===== config.mk =====
export PLATFORM = sky130hd
export DESIGN_NAME = rtu_timer
export DESIGN_NICKNAME = d
export VERILOG_FILES = /design/src/common/rtu_pkg.sv /design/src/rtl/rtu_prescaler.sv /design/src/rtl/rtu_timer.sv
export SDC_FILE = /design/constraint.sdc
export NUM_CORES = 1
export LEC_CHECK = 0
export BUFFER_PORTS_ARGS = -buffer_cell sky130_fd_sc_hd__buf_4
export CAP_MARGIN = 20
export CORE_ASPECT_RATIO = 0.6
export CORE_MARGIN = 5
export CORE_UTILIZATION = 60
export DETAILED_ROUTE_END_ITERATION = 12
export GPL_TIMING_DRIVEN = 0
export HOLD_SLACK_MARGIN = 0.02
export PLACE_DENSITY_LB_ADDON = 0.25
export SYNTH_ARGS = -nofsm -noshare
export SYNTH_HDL_FRONTEND = slang
export SYNTH_SLANG_ARGS = --single-unit

===== constraint.sdc =====
create_clock -name CLK -period 5.85 [get_ports CLK]
set_input_delay 0.585 -clock CLK [delete_from_list [all_inputs] [get_ports CLK]]
set_output_delay 0.585 -clock CLK [all_outputs]
set_load 0.05 [all_outputs]

===== src/common/rtu_pkg.sv =====
// Purpose: shared constants and types of the reader timer unit
// Assumes: registers sit in the low byte of 32-bit Avalon words
// Notes:   byte address of a register is four times its index
package rtu_pkg;
   // ----------------------------------------------------------------
   // register indices (byte address = index * 4)
   // ----------------------------------------------------------------
   localparam logic [5:0] IDX_MODE = 6'h2A; // timer_mode_control
   localparam logic [5:0] IDX_PRESC = 6'h2B; // timer_prescale_low
   localparam logic [5:0] IDX_RLD_HI = 6'h2C; // timer_reload_high
   localparam logic [5:0] IDX_RLD_LO = 6'h2D; // timer_reload_low
   localparam logic [5:0] IDX_CNT_HI = 6'h2E; // timer_count_high
   localparam logic [5:0] IDX_CNT_LO = 6'h2F; // timer_count_low
   localparam logic [5:0] IDX_CTRL = 6'h38; // timer control bits
   localparam logic [5:0] IDX_STAT = 6'h39; // sticky status
   localparam logic [5:0] IDX_MASK = 6'h3A; // interrupt mask

   // ----------------------------------------------------------------
   // reset values and field positions
   // ----------------------------------------------------------------
   localparam logic [7:0] REG_RESET = 8'h00;
   localparam logic [15:0] CNT_RESET = 16'h0000;
   localparam int CTRL_START = 0; // write 1: software start event
   localparam int CTRL_STOP = 1; // write 1: stop_immediately
   localparam int CTRL_EVEN = 2; // even_divisor_select
   localparam int CTRL_MULTI = 3; // multi_frame_receive
   localparam int STAT_EXPIRY = 0; // expiry_irq_flag
   localparam int STAT_RXSTOP = 1; // stopped after fifth bit
   localparam int STAT_RUN = 7; // counting_active, read only
   localparam logic [1:0] EVT_MASK_BITS = 2'h3;

   // ----------------------------------------------------------------
   // gating codes and protocol counts
   // ----------------------------------------------------------------
   localparam logic [1:0] GATE_NONE = 2'h0;
   localparam logic [1:0] GATE_IFACE = 2'h1;
   localparam logic [1:0] GATE_AUXILIARY_PIN_ONE = 2'h2;
   localparam logic [2:0] RX_STOP_BITS = 3'h5; // start bit + 4 data
   localparam logic [2:0] RX_ONE = 3'h1;
   localparam logic [15:0] CNT_ONE = 16'h0001;
   localparam logic [12:0] DIV_ONE = 13'h0001;
   localparam logic [12:0] DIV_ZERO = 13'h0000;

   // ----------------------------------------------------------------
   // types
   // ----------------------------------------------------------------
   typedef struct packed {
      logic auto_start_on_tx_end; // bit 7
      logic [1:0] gate_source_select; // bits 6:5
      logic reload_on_expiry; // bit 4
      logic [3:0] prescale_upper_nibble; // bits 3:0
   } rtu_mode_t;

   typedef struct packed {
      logic even_divisor_select;
      logic multi_frame_receive;
   } rtu_opt_t;

   typedef enum logic {ST_IDLE, ST_RUN} rtu_state_t;
endpackage : rtu_pkg


===== src/rtl/rtu_prescaler.sv =====
// Purpose: divides CLK into timer ticks, 2*p+1 or 2*p+2 cycles apart
// Assumes: run low clears the divider so a start is phase aligned
// Notes:   tick is a one-cycle pulse, or steady with divisor one, only while run is high
`timescale 1ns/1ps
module rtu_prescaler (
   // clock and control
   input wire logic clk,
   input wire logic reset,
   input wire logic ce,
   input wire logic run,
   // divisor setting
   input wire logic [11:0] prescale,
   input wire logic even,
   // tick out
   output logic tick
);
   // ----------------------------------------------------------------
   // divider
   // ----------------------------------------------------------------
   logic [12:0] div_cnt; // cycles since last tick
   logic [12:0] terminal; // divisor minus one: 2*p or 2*p+1
   logic [12:0] next_div_cnt;

   assign terminal = {prescale, even};
   assign tick = run && (div_cnt == terminal);
   assign next_div_cnt = (!run || tick) ? rtu_pkg::DIV_ZERO
                                        : div_cnt + rtu_pkg::DIV_ONE;

   // divider register, frozen while ce is low
   always_ff @(posedge clk) begin
      if (reset) begin
         div_cnt <= rtu_pkg::DIV_ZERO;
      end else if (ce) begin
         div_cnt <= next_div_cnt;
      end
   end
endmodule : rtu_prescaler


===== src/rtl/rtu_timer.sv =====
// Purpose: reader timer unit, down counter with prescaler and gating
// Assumes: TX_END and RX_BIT are one-cycle pulses synchronous to CLK
// Notes:   the tick is divided from CLK itself, the only clock here
//
// The implementer's own choice: the Avalon-MM register port.
`timescale 1ns/1ps
module rtu_timer (
   // clock, reset, enable
   input wire logic CLK,
   input wire logic RESET,
   input wire logic CE,
   // avalon-mm slave
   input wire logic [7:0] AVS_ADDRESS,
   input wire logic AVS_READ,
   input wire logic AVS_WRITE,
   input wire logic [31:0] AVS_WRITEDATA,
   input wire logic [3:0] AVS_BYTEENABLE,
   output logic [31:0] AVS_READDATA,
   output logic AVS_WAITREQUEST,
   // protocol events
   input wire logic TX_END,
   input wire logic RX_BIT,
   // gate pins
   input wire logic IFACE_IN,
   input wire logic AUXILIARY_PIN_ONE_IN,
   // interrupt
   output logic IRQ
);
   // ----------------------------------------------------------------
   // register state
   // ----------------------------------------------------------------
   rtu_pkg::rtu_mode_t mode; // timer_mode_control
   rtu_pkg::rtu_opt_t opt; // even divisor and multi-frame bits
   logic [7:0] prescale_lower_byte; // timer_prescale_low
   logic [7:0] reload_upper_byte; // timer_reload_high
   logic [7:0] reload_lower_byte; // timer_reload_low
   logic [1:0] stat; // sticky event flags
   logic [1:0] mask; // interrupt mask, same layout
   logic rd_valid; // read data ready this cycle

   // ----------------------------------------------------------------
   // timer state
   // ----------------------------------------------------------------
   rtu_pkg::rtu_state_t state; // idle or counting
   logic [15:0] count; // current count
   logic rx_watch; // armed by an auto start
   logic [2:0] rx_bits; // received bits since auto start

   // ----------------------------------------------------------------
   // bus decode
   // ----------------------------------------------------------------
   logic [5:0] idx; // word index
   logic wr_ok; // write taken this cycle
   logic wr_mode, wr_presc, wr_rld_hi, wr_rld_lo;
   logic wr_ctrl, wr_stat, wr_mask;
   logic [7:0] wdat; // low byte lane

   assign idx = AVS_ADDRESS[7:2];
   assign wdat = AVS_WRITEDATA[7:0];
   // only lane 0 carries data; other lanes are dropped
   assign wr_ok = CE && AVS_WRITE && AVS_BYTEENABLE[0];
   assign wr_mode = wr_ok && (idx == rtu_pkg::IDX_MODE);
   assign wr_presc = wr_ok && (idx == rtu_pkg::IDX_PRESC);
   assign wr_rld_hi = wr_ok && (idx == rtu_pkg::IDX_RLD_HI);
   assign wr_rld_lo = wr_ok && (idx == rtu_pkg::IDX_RLD_LO);
   assign wr_ctrl = wr_ok && (idx == rtu_pkg::IDX_CTRL);
   assign wr_stat = wr_ok && (idx == rtu_pkg::IDX_STAT);
   assign wr_mask = wr_ok && (idx == rtu_pkg::IDX_MASK);

   // writes finish at once, reads take one wait cycle
   assign AVS_WAITREQUEST = AVS_READ && !rd_valid;

   // ----------------------------------------------------------------
   // gating and control events
   // ----------------------------------------------------------------
   logic gate_ok; // selected gate permits counting
   logic running; // timer armed
   logic sw_start, sw_stop; // software strobes
   logic auto_start; // transmission end with auto-start
   logic start_evt; // any start event
   logic rx_stop; // fifth bit seen
   logic tick; // prescaled tick
   logic dec_en; // decrement this cycle
   logic expire; // count reaches zero
   logic [15:0] reload; // reload pair
   logic [11:0] prescale; // 12-bit prescaler value
   logic counting_active; // status view

   // code 11 has no function, so it holds the counter
   assign gate_ok =
      (mode.gate_source_select == rtu_pkg::GATE_NONE) ? 1'b1 :
      (mode.gate_source_select == rtu_pkg::GATE_IFACE) ? IFACE_IN :
      (mode.gate_source_select == rtu_pkg::GATE_AUXILIARY_PIN_ONE) ? AUXILIARY_PIN_ONE_IN :
      1'b0;
   assign running = (state == rtu_pkg::ST_RUN);
   assign sw_start = wr_ctrl && wdat[rtu_pkg::CTRL_START];
   assign sw_stop = wr_ctrl && wdat[rtu_pkg::CTRL_STOP];
   // protocol events only matter with auto-start set
   assign auto_start = CE && mode.auto_start_on_tx_end && TX_END;
   assign start_evt = sw_start || auto_start;
   // multi-frame receive leaves stopping to software and expiry
   assign rx_stop = CE && running && rx_watch && RX_BIT &&
      mode.auto_start_on_tx_end && !opt.multi_frame_receive &&
      (rx_bits == rtu_pkg::RX_STOP_BITS - rtu_pkg::RX_ONE);
   assign dec_en = CE && running && tick && gate_ok;
   assign expire = dec_en && (count <= rtu_pkg::CNT_ONE);
   assign reload = {reload_upper_byte, reload_lower_byte};
   assign prescale = {mode.prescale_upper_nibble,
                      prescale_lower_byte};
   // status reads the gate result, it never drives it
   assign counting_active = running && gate_ok;

   // ----------------------------------------------------------------
   // prescaler
   // ----------------------------------------------------------------
   rtu_prescaler u_presc (
      .clk(CLK),
      .reset(RESET),
      .ce(CE),
      .run(running && !start_evt),
      .prescale(prescale),
      .even(opt.even_divisor_select),
      .tick(tick)
   );

   // ----------------------------------------------------------------
   // next values of the timer
   // ----------------------------------------------------------------
   logic stop_now; // any stop cause
   logic next_run; // next armed state
   logic [15:0] next_count;
   logic restart; // reload at expiry

   assign restart = expire && mode.reload_on_expiry;
   // a stop beats a start arriving in the same cycle
   assign stop_now = sw_stop || rx_stop || (expire && !restart);
   assign next_run = stop_now ? 1'b0 : (start_evt ? 1'b1 : running);
   // reload bytes reach the counter only through a start or an expiry restart
   assign next_count = (start_evt && !stop_now) ? reload :
                       restart ? reload :
                       expire ? rtu_pkg::CNT_RESET :
                       dec_en ? count - rtu_pkg::CNT_ONE :
                       count;

   // run state: a stop beats a start, and a start while counting
   // only reloads, so just idle has to look at start events
   rtu_pkg::rtu_state_t next_state;
   always_comb begin
      next_state = state;
      unique case (state)
         rtu_pkg::ST_IDLE: begin
            if (start_evt && !stop_now) next_state = rtu_pkg::ST_RUN;
         end
         rtu_pkg::ST_RUN: begin
            if (stop_now) next_state = rtu_pkg::ST_IDLE;
         end
      endcase
   end

   // state register, frozen while CE is low
   always_ff @(posedge CLK) begin
      if (RESET) begin
         state <= rtu_pkg::ST_IDLE;
      end else if (CE) begin
         state <= next_state;
      end
   end

   // counter
   always_ff @(posedge CLK) begin
      if (RESET) begin
         count <= rtu_pkg::CNT_RESET;
      end else if (CE) begin
         count <= next_count;
      end
   end

   // received bit watch, armed only by an auto start
   always_ff @(posedge CLK) begin
      if (RESET) begin
         rx_watch <= 1'b0;
         rx_bits <= '0;
      end else if (CE) begin
         if (auto_start && !stop_now) begin
            rx_watch <= 1'b1;
            rx_bits <= '0;
         end else if (!next_run) begin
            rx_watch <= 1'b0;
         end else if (rx_watch && RX_BIT) begin
            rx_bits <= rx_bits + rtu_pkg::RX_ONE;
         end
      end
   end

   // ----------------------------------------------------------------
   // software registers
   // ----------------------------------------------------------------
   always_ff @(posedge CLK) begin
      if (RESET) begin
         mode <= rtu_pkg::REG_RESET;
         prescale_lower_byte <= rtu_pkg::REG_RESET;
      end else begin
         if (wr_mode) mode <= wdat;
         if (wr_presc) prescale_lower_byte <= wdat;
      end
   end

   // reload pair; the counter keeps running untouched
   always_ff @(posedge CLK) begin
      if (RESET) begin
         reload_upper_byte <= rtu_pkg::REG_RESET;
         reload_lower_byte <= rtu_pkg::REG_RESET;
      end else begin
         if (wr_rld_hi) reload_upper_byte <= wdat;
         if (wr_rld_lo) reload_lower_byte <= wdat;
      end
   end

   // options and mask
   always_ff @(posedge CLK) begin
      if (RESET) begin
         opt <= '0;
         mask <= '0;
      end else begin
         if (wr_ctrl) begin
            opt.even_divisor_select <= wdat[rtu_pkg::CTRL_EVEN];
            opt.multi_frame_receive <= wdat[rtu_pkg::CTRL_MULTI];
         end
         if (wr_mask) mask <= wdat[1:0] & rtu_pkg::EVT_MASK_BITS;
      end
   end

   // ----------------------------------------------------------------
   // sticky status and interrupt
   // ----------------------------------------------------------------
   logic [1:0] evt; // events this cycle
   logic [1:0] clr; // write-one-to-clear
   logic [1:0] next_stat;

   assign evt = {rx_stop, expire};
   assign clr = wr_stat ? wdat[1:0] : 2'h0;
   // a new event wins over a clear in the same cycle
   assign next_stat = (stat & ~clr) | evt;

   always_ff @(posedge CLK) begin
      if (RESET) begin
         stat <= '0;
      end else if (CE) begin
         stat <= next_stat;
      end
   end

   assign IRQ = |(stat & mask);

   // ----------------------------------------------------------------
   // read path
   // ----------------------------------------------------------------
   logic [7:0] rd_byte; // selected register
   logic [7:0] stat_view;

   assign stat_view = {counting_active, 5'h00, stat};
   assign rd_byte =
      (idx == rtu_pkg::IDX_MODE) ? mode :
      (idx == rtu_pkg::IDX_PRESC) ? prescale_lower_byte :
      (idx == rtu_pkg::IDX_RLD_HI) ? reload_upper_byte :
      (idx == rtu_pkg::IDX_RLD_LO) ? reload_lower_byte :
      (idx == rtu_pkg::IDX_CNT_HI) ? count[15:8] :
      (idx == rtu_pkg::IDX_CNT_LO) ? count[7:0] :
      (idx == rtu_pkg::IDX_CTRL) ?
         {4'h0, opt.multi_frame_receive, opt.even_divisor_select,
          2'h0} :
      (idx == rtu_pkg::IDX_STAT) ? stat_view :
      (idx == rtu_pkg::IDX_MASK) ? {6'h00, mask} :
      8'h00; // unmapped reads as zero

   // read data registered during the single wait cycle
   always_ff @(posedge CLK) begin
      if (RESET) begin
         rd_valid <= 1'b0;
         AVS_READDATA <= '0;
      end else begin
         rd_valid <= AVS_READ && !rd_valid;
         if (AVS_READ && !rd_valid) AVS_READDATA <= {24'h000000, rd_byte};
      end
   end
endmodule : rtu_timer


==> flow_metrics.env, run 1 <==
export IMPL_status="complete, no violations"
export IMPL_synth_seq_cells=81
export IMPL_wl_per_cell_um=20.3
export IMPL_route_vias_total=4533
export IMPL_route_detailed_drc=0
export IMPL_yosys_area_top_type="dfxtp_1"
export IMPL_h_tree_depth=3
export IMPL_power_share_clock=0.472
export IMPL_cts_made_buffers=9
export IMPL_synth_main_ff_cell="dfxtp_1"
export IMPL_cp_slowest_stage_delay_ps=560
export IMPL_ys_types=65
export IMPL_fmax_ghz=0.384
export IMPL_fp_dieW_um=122
export IMPL_port_buffers=31
export IMPL_cts_root_buf="clkbuf_16"
export IMPL_ir_drop_mv=0.172
export IMPL_via_per_inst=6.31
export IMPL_cts_resized=0
export IMPL_hold_buffers=0
export IMPL_cp_data_arrival_time_ps=2820
export IMPL_final_min_clock_period_ps=2600
export IMPL_cts_sinks=81
export IMPL_worstPathRequired_ps=6070
export IMPL_total_power_mw=1.32
export IMPL_dp_cells=703
export IMPL_detail_route_first_pass_iterations=6
export IMPL_diodes=0
export IMPL_holdCritPathClass="reg -> reg"
export IMPL_place_hpwl_um=10800
export IMPL_tightestPinTransition_ps=966
export IMPL_total_leakage_power_nw=1.98
export IMPL_p_int_mw=1.00
export IMPL_area_growth_pct=17.2
export IMPL_drt_iter0_drc=546
export IMPL_final_setup_skew_ps=4.29
export IMPL_synthCells=545
export IMPL_post_cts_setup_buffers=0
export IMPL_grt_usage=0.311
export IMPL_drtAntennaViolNets=0
export IMPL_synth_async_reset_ratio=0
export IMPL_yosysTopAreaCellShare=0.359
export IMPL_insertion_delay_ps=340
export IMPL_cp_max_fo=10
export IMPL_core_rowCount=24
export IMPL_finalHoldViolations=0
export IMPL_switchingPower_mw=0.322
export IMPL_grt_pass1_vias=4204
export IMPL_p_per_area_nw_per_um2=250
export IMPL_ys_seq_area_frac=0.359
export IMPL_gr_total_overflow=0
export IMPL_synth_edf_count=0
export IMPL_crit_chain="inv_1 -> ha_1 -> o211ai_1 -> nor2_4 -> a21oi_4 -> buf_6 -> a21oi_1 -> o32ai_1"
export IMPL_combPwrFrac=0.106
export IMPL_wl_um=14600
export IMPL_grt_max_degree=13
export IMPL_layout_nets=668
export IMPL_cts_tree="done"
export IMPL_critPathSlowestCell="o211ai_1"
export IMPL_clk_pin_slew_worst_paths_ps=60
export IMPL_grt_pass1_wl_um=22500
export IMPL_initial_core_util=0.620
export IMPL_cp_start_kind="flip-flop"
export IMPL_cp_end_kind="flip-flop"
export IMPL_fin_util=0.727
export IMPL_p_seq_frac=0.422
export IMPL_rsz0062_at_grt="no"
export IMPL_relSlewSlack=0.351
export IMPL_cts_buffer_depth=2
export IMPL_switching_share=0.243
export IMPL_pin_count=87
export IMPL_post_route_period_util=0.445
export IMPL_final_setup_viol_count=0
export IMPL_antenna_found_initial=0
export IMPL_drive_gt1_frac=0.161
export IMPL_synth_warnings=0
export IMPL_slew_viol_final=0
export IMPL_avgSynthCellArea_um2=8.30
export IMPL_synthTopCellsByCount="dfxtp_1, nor2_1, nand2_1"
export IMPL_instances_no_fill=718
export IMPL_maxCapViolations=0
export IMPL_die_area_um2=9430
export IMPL_synth_area_um2=4520
export IMPL_final_setup_tns_ps=0
export IMPL_fp_dieH_um=77.2
export IMPL_crit_type="reg -> reg"
export IMPL_synthTopCellsByArea="dfxtp_1, nor2_1, mux2i_1"
export IMPL_core_area_um2=7300
export IMPL_gp_congestion=1.00
export IMPL_synth_most_common_cell="dfxtp_1"
==> critical path, delay by kind of cell, from the launching register on <==
family                     cells  cell delay [ps]
and+or+nand+nor                1              160
AOI/OAI and AO/OA              4             1280
adders and majority gates      1              290
buffers and inverters          2              350
DFF                            1              390
==> flip-flops by register name, summed over array words and instances (netlist names), 3 cells and up <==
name                 count
u_presc.div_cnt         13
AVS_READDATA             8
reload_upper_byte        8
mode                     8
rx_bits                  3
count                   16
prescale_lower_byte      8
reload_lower_byte        8
==> layout by cell type (no fill, tap or decap), types with 16 or more instances in the layout <==
| master | instances |
|---|---|
| a21oi_1 | 38 |
| buf_4 | 56 |
| nor2_1 | 66 |
| nand3_1 | 34 |
| xnor2_1 | 16 |
| nand2_1 | 41 |
| clkbuf_1 | 24 |
| dfxtp_1 | 81 |
| o21ai_0 | 20 |
| mux2i_1 | 20 |
| nor3_1 | 22 |
| conb_1 | 24 |
==> cells by family after synthesis <==
logic type | Yosys count | share of synthesized area
AOI/OAI and AO/OA | 119 | 0.190
xor gates and xnor gates | 30 | 0.0581
adders and majority gates | 5 | 0.0138
buffers and inverters | 67 | 0.0841
DFF | 81 | 0.359
muxes | 24 | 0.0542
other | 1 | 0.000829
and+or+nand+nor | 218 | 0.240
==> power groups by stage <==
stage | registers [mW] | clock network [mW] | logic (mW)
global placement | 0.571 | 0 | 0.134
CTS | 0.559 | 0.625 | 0.136
finish | 0.559 | 0.625 | 0.140
detailed placement | 0.571 | 0 | 0.135
floorplan | 0.580 | 0 | 0.0866
global route | 0.560 | 0.655 | 0.146
==> metrics by stage <==
stage          hold WS [ps]  worst slack [ps]  cell area [um2]
3_3_place_gp            465              3100             4970
3_5_place_dp            471              3110             4970
2_1_floorplan           449              3540             4610
5_1_grt                 500              3140             5300
6_report                480              3250             5300
4_1_cts                 478              3310             5300
==> cell type report <==
| cell class | instances | area [um2] |
|---|---|---|
| clock inverters | 2 | 60.1 |
| clock buffers | 13 | 270 |
| flip-flops and latches | 81 | 1620 |
| repair buffers | 31 | 233 |
| well taps | 104 | 130 |
| fillers | 586 | 2000 |
| plain buffers | 57 | 343 |
| inverters | 10 | 37.5 |
| multi-input cells | 420 | 2610 |
==> metal layers <==
metal  GRT usage  wire length (um)  part of all wire
met1       0.452              6250              0.43
met2       0.420              5890              0.40
met3       0.125              2230              0.15
met4      0.0860               189             0.013
met5           0                 0                 0
==> path summary, 6_finish.rpt <==
check                                          start              endpoint  slack (ps)  depth (start not counted)
worst min register to register  reload_upper_byte[4]  reload_upper_byte[4]         480                          2
worst max-delay path                        count[0]              count[2]        3250                          8
worst min-delay path            reload_upper_byte[4]  reload_upper_byte[4]         480                          2
worst max register to register              count[0]              count[2]        3250                          8
Power figures use the tool's default switching activity.
==> inputs of run 2 (changes only) <==
- ABC_AREA: unset -> 1
- CORE_UTILIZATION: 60 -> 56
- clock period: 5.85 -> 2.4 ns (I/O delays scaled with it)
==> flow_metrics.env, run 2 <==
export IMPL_yosys_area_top_type="dfxtp_1"
export IMPL_r2r_slack_ps=180
export IMPL_fin_util=0.682
export IMPL_cp_start_kind="flip-flop"
export IMPL_fp_dieH_um=80.9
export IMPL_ys_types=40
export IMPL_drtAntennaViolNets=0
export IMPL_ir_drop_mv=0.456
export IMPL_cp_end_kind="flip-flop"
export IMPL_crit_type="reg -> reg"
export IMPL_wl_per_cell_um=15.7
export IMPL_grt_usage=0.275
export IMPL_r2r_cells=11
export IMPL_cts_made_buffers=9
export IMPL_cts_tree="done"
export IMPL_synthTopCellsByArea="dfxtp_1, nand2_1, a21oi_1"
export IMPL_place_hpwl_um=10800
export IMPL_top_layer_used="met4"
export IMPL_synth_area_um2=4690
export IMPL_area_growth_pct=16.5
export IMPL_initial_core_util=0.586
export IMPL_r2r_start="count[0]"
export IMPL_final_setup_viol_count=0
export IMPL_status="complete, no violations"
export IMPL_fp_dieW_um=128
export IMPL_gp_congestion=1.00
export IMPL_cts_root_buf="clkbuf_16"
export IMPL_grt_pass1_vias=4574
export IMPL_drt_iter0_drc=804
export IMPL_layout_nets=839
export IMPL_switching_share=0.250
export IMPL_cp_data_arrival_time_ps=2510
export IMPL_power_share_clock=0.468
export IMPL_final_setup_skew_ps=7.46
export IMPL_tightestPinTransition_ps=984
export IMPL_cp_startpoint="count[0]"
export IMPL_final_common_cell="nand2_1"
export IMPL_core_area_um2=8010
export IMPL_largestRegisters="count x16, u_presc.div_cnt x13"
export IMPL_dp_cells=877
export IMPL_total_leakage_power_nw=2.42
export IMPL_p_int_mw=2.29
export IMPL_switchingPower_mw=0.765
export IMPL_dpl_cell_area_um2=5140
export IMPL_yosysTopAreaCellShare=0.346
export IMPL_antenna_found_initial=0
export IMPL_pin_count=87
export IMPL_cts_sinks=81
export IMPL_clk_pin_slew_worst_paths_ps=60
export IMPL_h_tree_depth=3
export IMPL_p_per_area_nw_per_um2=560
export IMPL_drive_gt1_frac=0.128
export IMPL_finalHoldViolations=0
export IMPL_route_detailed_drc=0
export IMPL_cp_max_fo=10
export IMPL_wl_um=14000
export IMPL_ys_seq_area_frac=0.346
export IMPL_detail_route_first_pass_iterations=6
export IMPL_fillers=722
export IMPL_wl_met1_um=6040
export IMPL_grt_pass1_wl_um=22300
export IMPL_p_seq_frac=0.442
export IMPL_route_vias_total=4965
export IMPL_regMostFlops="count"
export IMPL_synth_edf_count=0
export IMPL_synth_warnings=0
export IMPL_via_per_inst=5.55
export IMPL_final_area_um2=5460
export IMPL_synth_seq_cells=81
export IMPL_r2r_end="count[5]"
export IMPL_slew_viol_final=0
export IMPL_diodes=0
export IMPL_port_buffers=31
export IMPL_relSlewSlack=0.339
export IMPL_synth_main_ff_cell="dfxtp_1"
export IMPL_die_area_um2=10400
export IMPL_instances_no_fill=894
export IMPL_dr_wl_met2_um=5530
export IMPL_gr_total_overflow=0
export IMPL_synthTopCellsByCount="nand2_1, inv_1, dfxtp_1"
export IMPL_crit_path_end="count[5]"
export IMPL_synth_most_common_cell="nand2_1"
export IMPL_fmax_ghz=0.450
export IMPL_maxCapViolations=0
export IMPL_synth_async_reset_ratio=0
export IMPL_holdCritPathClass="in -> reg"
export IMPL_worstPathRequired_ps=2690
export IMPL_largest_reg_flops=16
export IMPL_core_rowCount=25
export IMPL_insertion_delay_ps=340
export IMPL_grt_max_degree=14
export IMPL_wl_met3_um=2160
export IMPL_final_min_clock_period_ps=2220
export IMPL_combPwrFrac=0.090
export IMPL_synthCells=715
export IMPL_cts_buffer_depth=2
export IMPL_final_cell_mix="nand2_1, inv_1, dfxtp_1"
export IMPL_post_route_period_util=0.926
export IMPL_avgSynthCellArea_um2=6.56
==> run 2: cell count changes in the layout (fill, tap and decap cells not counted), sizes merged, moves of 13 or more <==
cell / change
a21oi: +37
clkbuf: -15
inv: +94
mux2i: -20
nand2: +112
nand3: +13
o21ai: +40
==> run 2: kinds of logic after synthesis <==
family | Yosys count | synth area share
flip-flops | 81 | 0.346
buffers and inverters | 150 | 0.148
AND/OR/NAND/NOR | 310 | 0.291
AO/OA/AOI/OAI | 150 | 0.168
XOR/XNOR | 18 | 0.0336
other | 1 | 0.000800
adder cells (fa/ha/maj) | 5 | 0.0133
==> run 2: per-layer routing <==
metal	track usage	vias to the layer above
li1	-	2386
met1	0.383	2211
met2	0.402	334
met3	0.0972	34
met4	0.0794	0
met5	0	-
==> run 2: worst min-delay path by stage <==
stage / from / endpoint / depth (start not counted)
after floorplan: AVS_WRITEDATA[7] / reload_upper_byte[7] / 2
after global placement: rx_watch / rx_watch / 2
after detailed placement: rx_watch / rx_watch / 2
after CTS: CE / u_presc.div_cnt[0] / 3
after global routing: AVS_WRITEDATA[6] / prescale_lower_byte[6] / 3
final: CE / u_presc.div_cnt[0] / 3
==> run 2: power groups by stage <==
| stage | clock network [mW] | logic, mW | registers (mW) |
|---|---|---|---|
| floorplan | 0 | 0.193 | 1.38 |
| finish | 1.43 | 0.275 | 1.35 |
| global placement | 0 | 0.263 | 1.38 |
| global route | 1.49 | 0.292 | 1.35 |
| detailed placement | 0 | 0.264 | 1.38 |
| CTS | 1.43 | 0.265 | 1.35 |
==> run 2: metrics by stage <==
stage          setup WS [ps]  hold slack (ps)  total power, mW  TNS, ps
4_1_cts                  159              208             3.05        0
5_1_grt                -4.41              228             3.13    -4.74
2_1_floorplan            415              405             1.57        0
3_5_place_dp            93.8              460             1.65        0
6_report                 178              215             3.06        0
3_3_place_gp             212              447             1.64        0
==> run 2: area by class of cell <==
type,count,area (um2),area share
multi-input combinational,507,2460,0.451
sequential,81,1620,0.297
timing repair buffer,32,240,0.0440
clock buffer,12,256,0.0470
tap,108,135,0.0247
clock inverter,4,51.3,0.00939
inverter,105,394,0.0722
buffer,45,300,0.0550
==> run 2: timing repair <==
item,in CTS,in global routing
hold buffers,0,0
setup endpoints to repair,0,13
buffers inserted,0,1
hold endpoints to repair,0,0
gates resized for setup,0,1
==> run 2: worst max-delay path, cell delays in order, from the launching register on <==
cell and delay, ps:
dfxtp_1 340, inv_1 120, ha_2 250, inv_1 60, nor2_1 160, nand2_1 170
a21oi_1 260, nand4_1 220, buf_2 250, a21oi_1 200, nor2_1 70, nor2_1 70
==> inputs of run 3 (changes only) <==
- ABC_AREA: 1 -> 0
- CORE_UTILIZATION: 56 -> 40
- clock period: 2.4 -> 1.8 ns (I/O delays scaled with it)
==> flow_metrics.env, run 3 (synthesized netlist as in run 1, its figures left out) <==
export IMPL_cts_root_buf="clkbuf_16"
export IMPL_post_route_period_util=1.15
export IMPL_final_cell_mix="buf_4, nor2_1, dfxtp_1"
export IMPL_drive_gt1_frac=0.316
export IMPL_place_ws_ps=-481
export IMPL_port_buffers=31
export IMPL_cp_max_fo=8
export IMPL_diodes=0
export IMPL_final_common_cell="buf_4"
export IMPL_final_min_clock_period_ps=2070
export IMPL_finalHoldViolations=0
export IMPL_maxCapViolations=0
export IMPL_r2r_slack_ps=-270
export IMPL_drt_iter0_drc=546
export IMPL_cp_start_kind="flip-flop"
export IMPL_cts_sinks=81
export IMPL_area_growth_pct=31.9
export IMPL_largest_reg_flops=16
export IMPL_route_vias_total=4550
export IMPL_insertion_delay_ps=340
export IMPL_detail_route_first_pass_iterations=5
export IMPL_relSlewSlack=0.464
export IMPL_initial_core_util=0.404
export IMPL_final_setup_worst_slack_ps=-273
export IMPL_regMostFlops="count"
export IMPL_clk_pin_slew_worst_paths_ps=70
export IMPL_cts_made_buffers=9
export IMPL_route_detailed_drc=0
export IMPL_via_per_inst=5.80
export IMPL_layout_nets=693
export IMPL_place_hpwl_um=11300
export IMPL_fp_dieW_um=147
export IMPL_worstPathRequired_ps=2000
export IMPL_slew_viol_final=0
export IMPL_grt_pass1_wl_um=23600
export IMPL_fmax_ghz=0.482
export IMPL_core_area_um2=11200
export IMPL_register_area_um2=1680
export IMPL_fillers=1073
export IMPL_wl_per_cell_um=19.8
export IMPL_final_setup_viol_count=21
export IMPL_dpl_cell_area_um2=5090
export IMPL_final_setup_skew_ps=5.00
export IMPL_grt_usage=0.222
export IMPL_grt_pass1_vias=4099
export IMPL_h_tree_depth=3
export IMPL_wl_um=15500
export IMPL_gr_total_overflow=0
export IMPL_p_per_area_nw_per_um2=763
export IMPL_cts_tree="done"
export IMPL_fp_dieH_um=92.4
export IMPL_cts_buffer_depth=2
export IMPL_ir_drop_mv=0.419
export IMPL_antenna_found_initial=0
export IMPL_cp_end_kind="flip-flop"
export IMPL_status="complete, but fails checks"
export IMPL_rsz0062_at_grt="yes"
export IMPL_gp_congestion=0.975
export IMPL_grt_max_degree=15
export IMPL_pin_count=87
export IMPL_violations="setup timing"
export IMPL_tightestPinTransition_ps=803
export IMPL_largestRegisters="count x16, u_presc.div_cnt x13"
export IMPL_core_rowCount=30
export IMPL_crit_type="reg -> reg"
export IMPL_multiInputGateArea_um2=2860
export IMPL_cp_data_arrival_time_ps=2270
export IMPL_die_area_um2=13600
export IMPL_fin_util=0.533
export IMPL_total_leakage_power_nw=2.24
export IMPL_final_area_um2=5960
export IMPL_drtAntennaViolNets=0
export IMPL_holdCritPathClass="in -> reg"
==> run 3: changes by cell type in the layout (fill, tap and decap cells not counted), sizes merged, moves of 13 or more <==
cell,previous run,this run
a21oi,77,40
inv,104,11
nand2,153,41
mux2i,0,20
buf,68,94
o21ai,61,21
nand3,47,34
==> run 3: power breakdown <==
| group | switching [mW] | internal [mW] |
|---|---|---|
| Clock | 0.775 | 1.49 |
| Sequential | 0.0120 | 1.79 |
| Combinational | 0.337 | 0.144 |
==> run 3: cell type report <==
| class | instances | area share |
|---|---|---|
| clock inverters | 5 | 0.0180 |
| flip-flops and latches | 81 | 0.282 |
| clock buffers | 11 | 0.0443 |
| repair buffers | 61 | 0.0827 |
| inverters | 10 | 0.00671 |
| multi-input cells | 420 | 0.480 |
| plain buffers | 52 | 0.0564 |
| well taps | 144 | 0.0302 |
==> run 3: final timing paths <==
kind,start,cells past startpoint,end
worst max-delay path,rx_bits[0],11,count[7]
worst min register to register,reload_upper_byte[4],2,count[12]
worst min-delay path,AVS_WRITEDATA[7],3,prescale_lower_byte[7]
worst max register to register,rx_bits[0],11,count[7]
==> run 3: timing repair <==
action / CTS / global route
gates resized for setup: 36 / 53
gates cloned: 1 / 0
hold buffers: 0 / 0
endpoints found under the setup margin: 50 / 49
pin swaps: 20 / 25
setup buffers: 20 / 10
==> run 3: critical path, stage by stage, from the launching register on <==
cell and delay [ps]:
dfxtp_2 330, inv_2 50, ha_1 140, nand4_1 110, nor3_2 200, a21oi_2 70
and2b_1 170, buf_6 140, a31o_4 280, buf_8 160, a221oi_2 230, nor3_1 60
==> run 3: per-layer routing <==
layer	vias up	track usage	wire length, um
met5	-	0	0
met4	0	0.0395	136
met3	12	0.0655	1740
met2	252	0.293	6100
met1	2184	0.351	7570
li1	2102	-	-
==> run 3: per-stage QoR <==
stage,hold WS (ps),total power [mW],setup TNS (ps),instances
after floorplan,327,2.17,-757,568
after global placement,455,2.30,-18350,743
after detailed placement,466,2.30,-20690,743
after CTS,108,4.56,-4010,777
after global routing,121,4.68,-6050,784
final,113,4.55,-4190,784
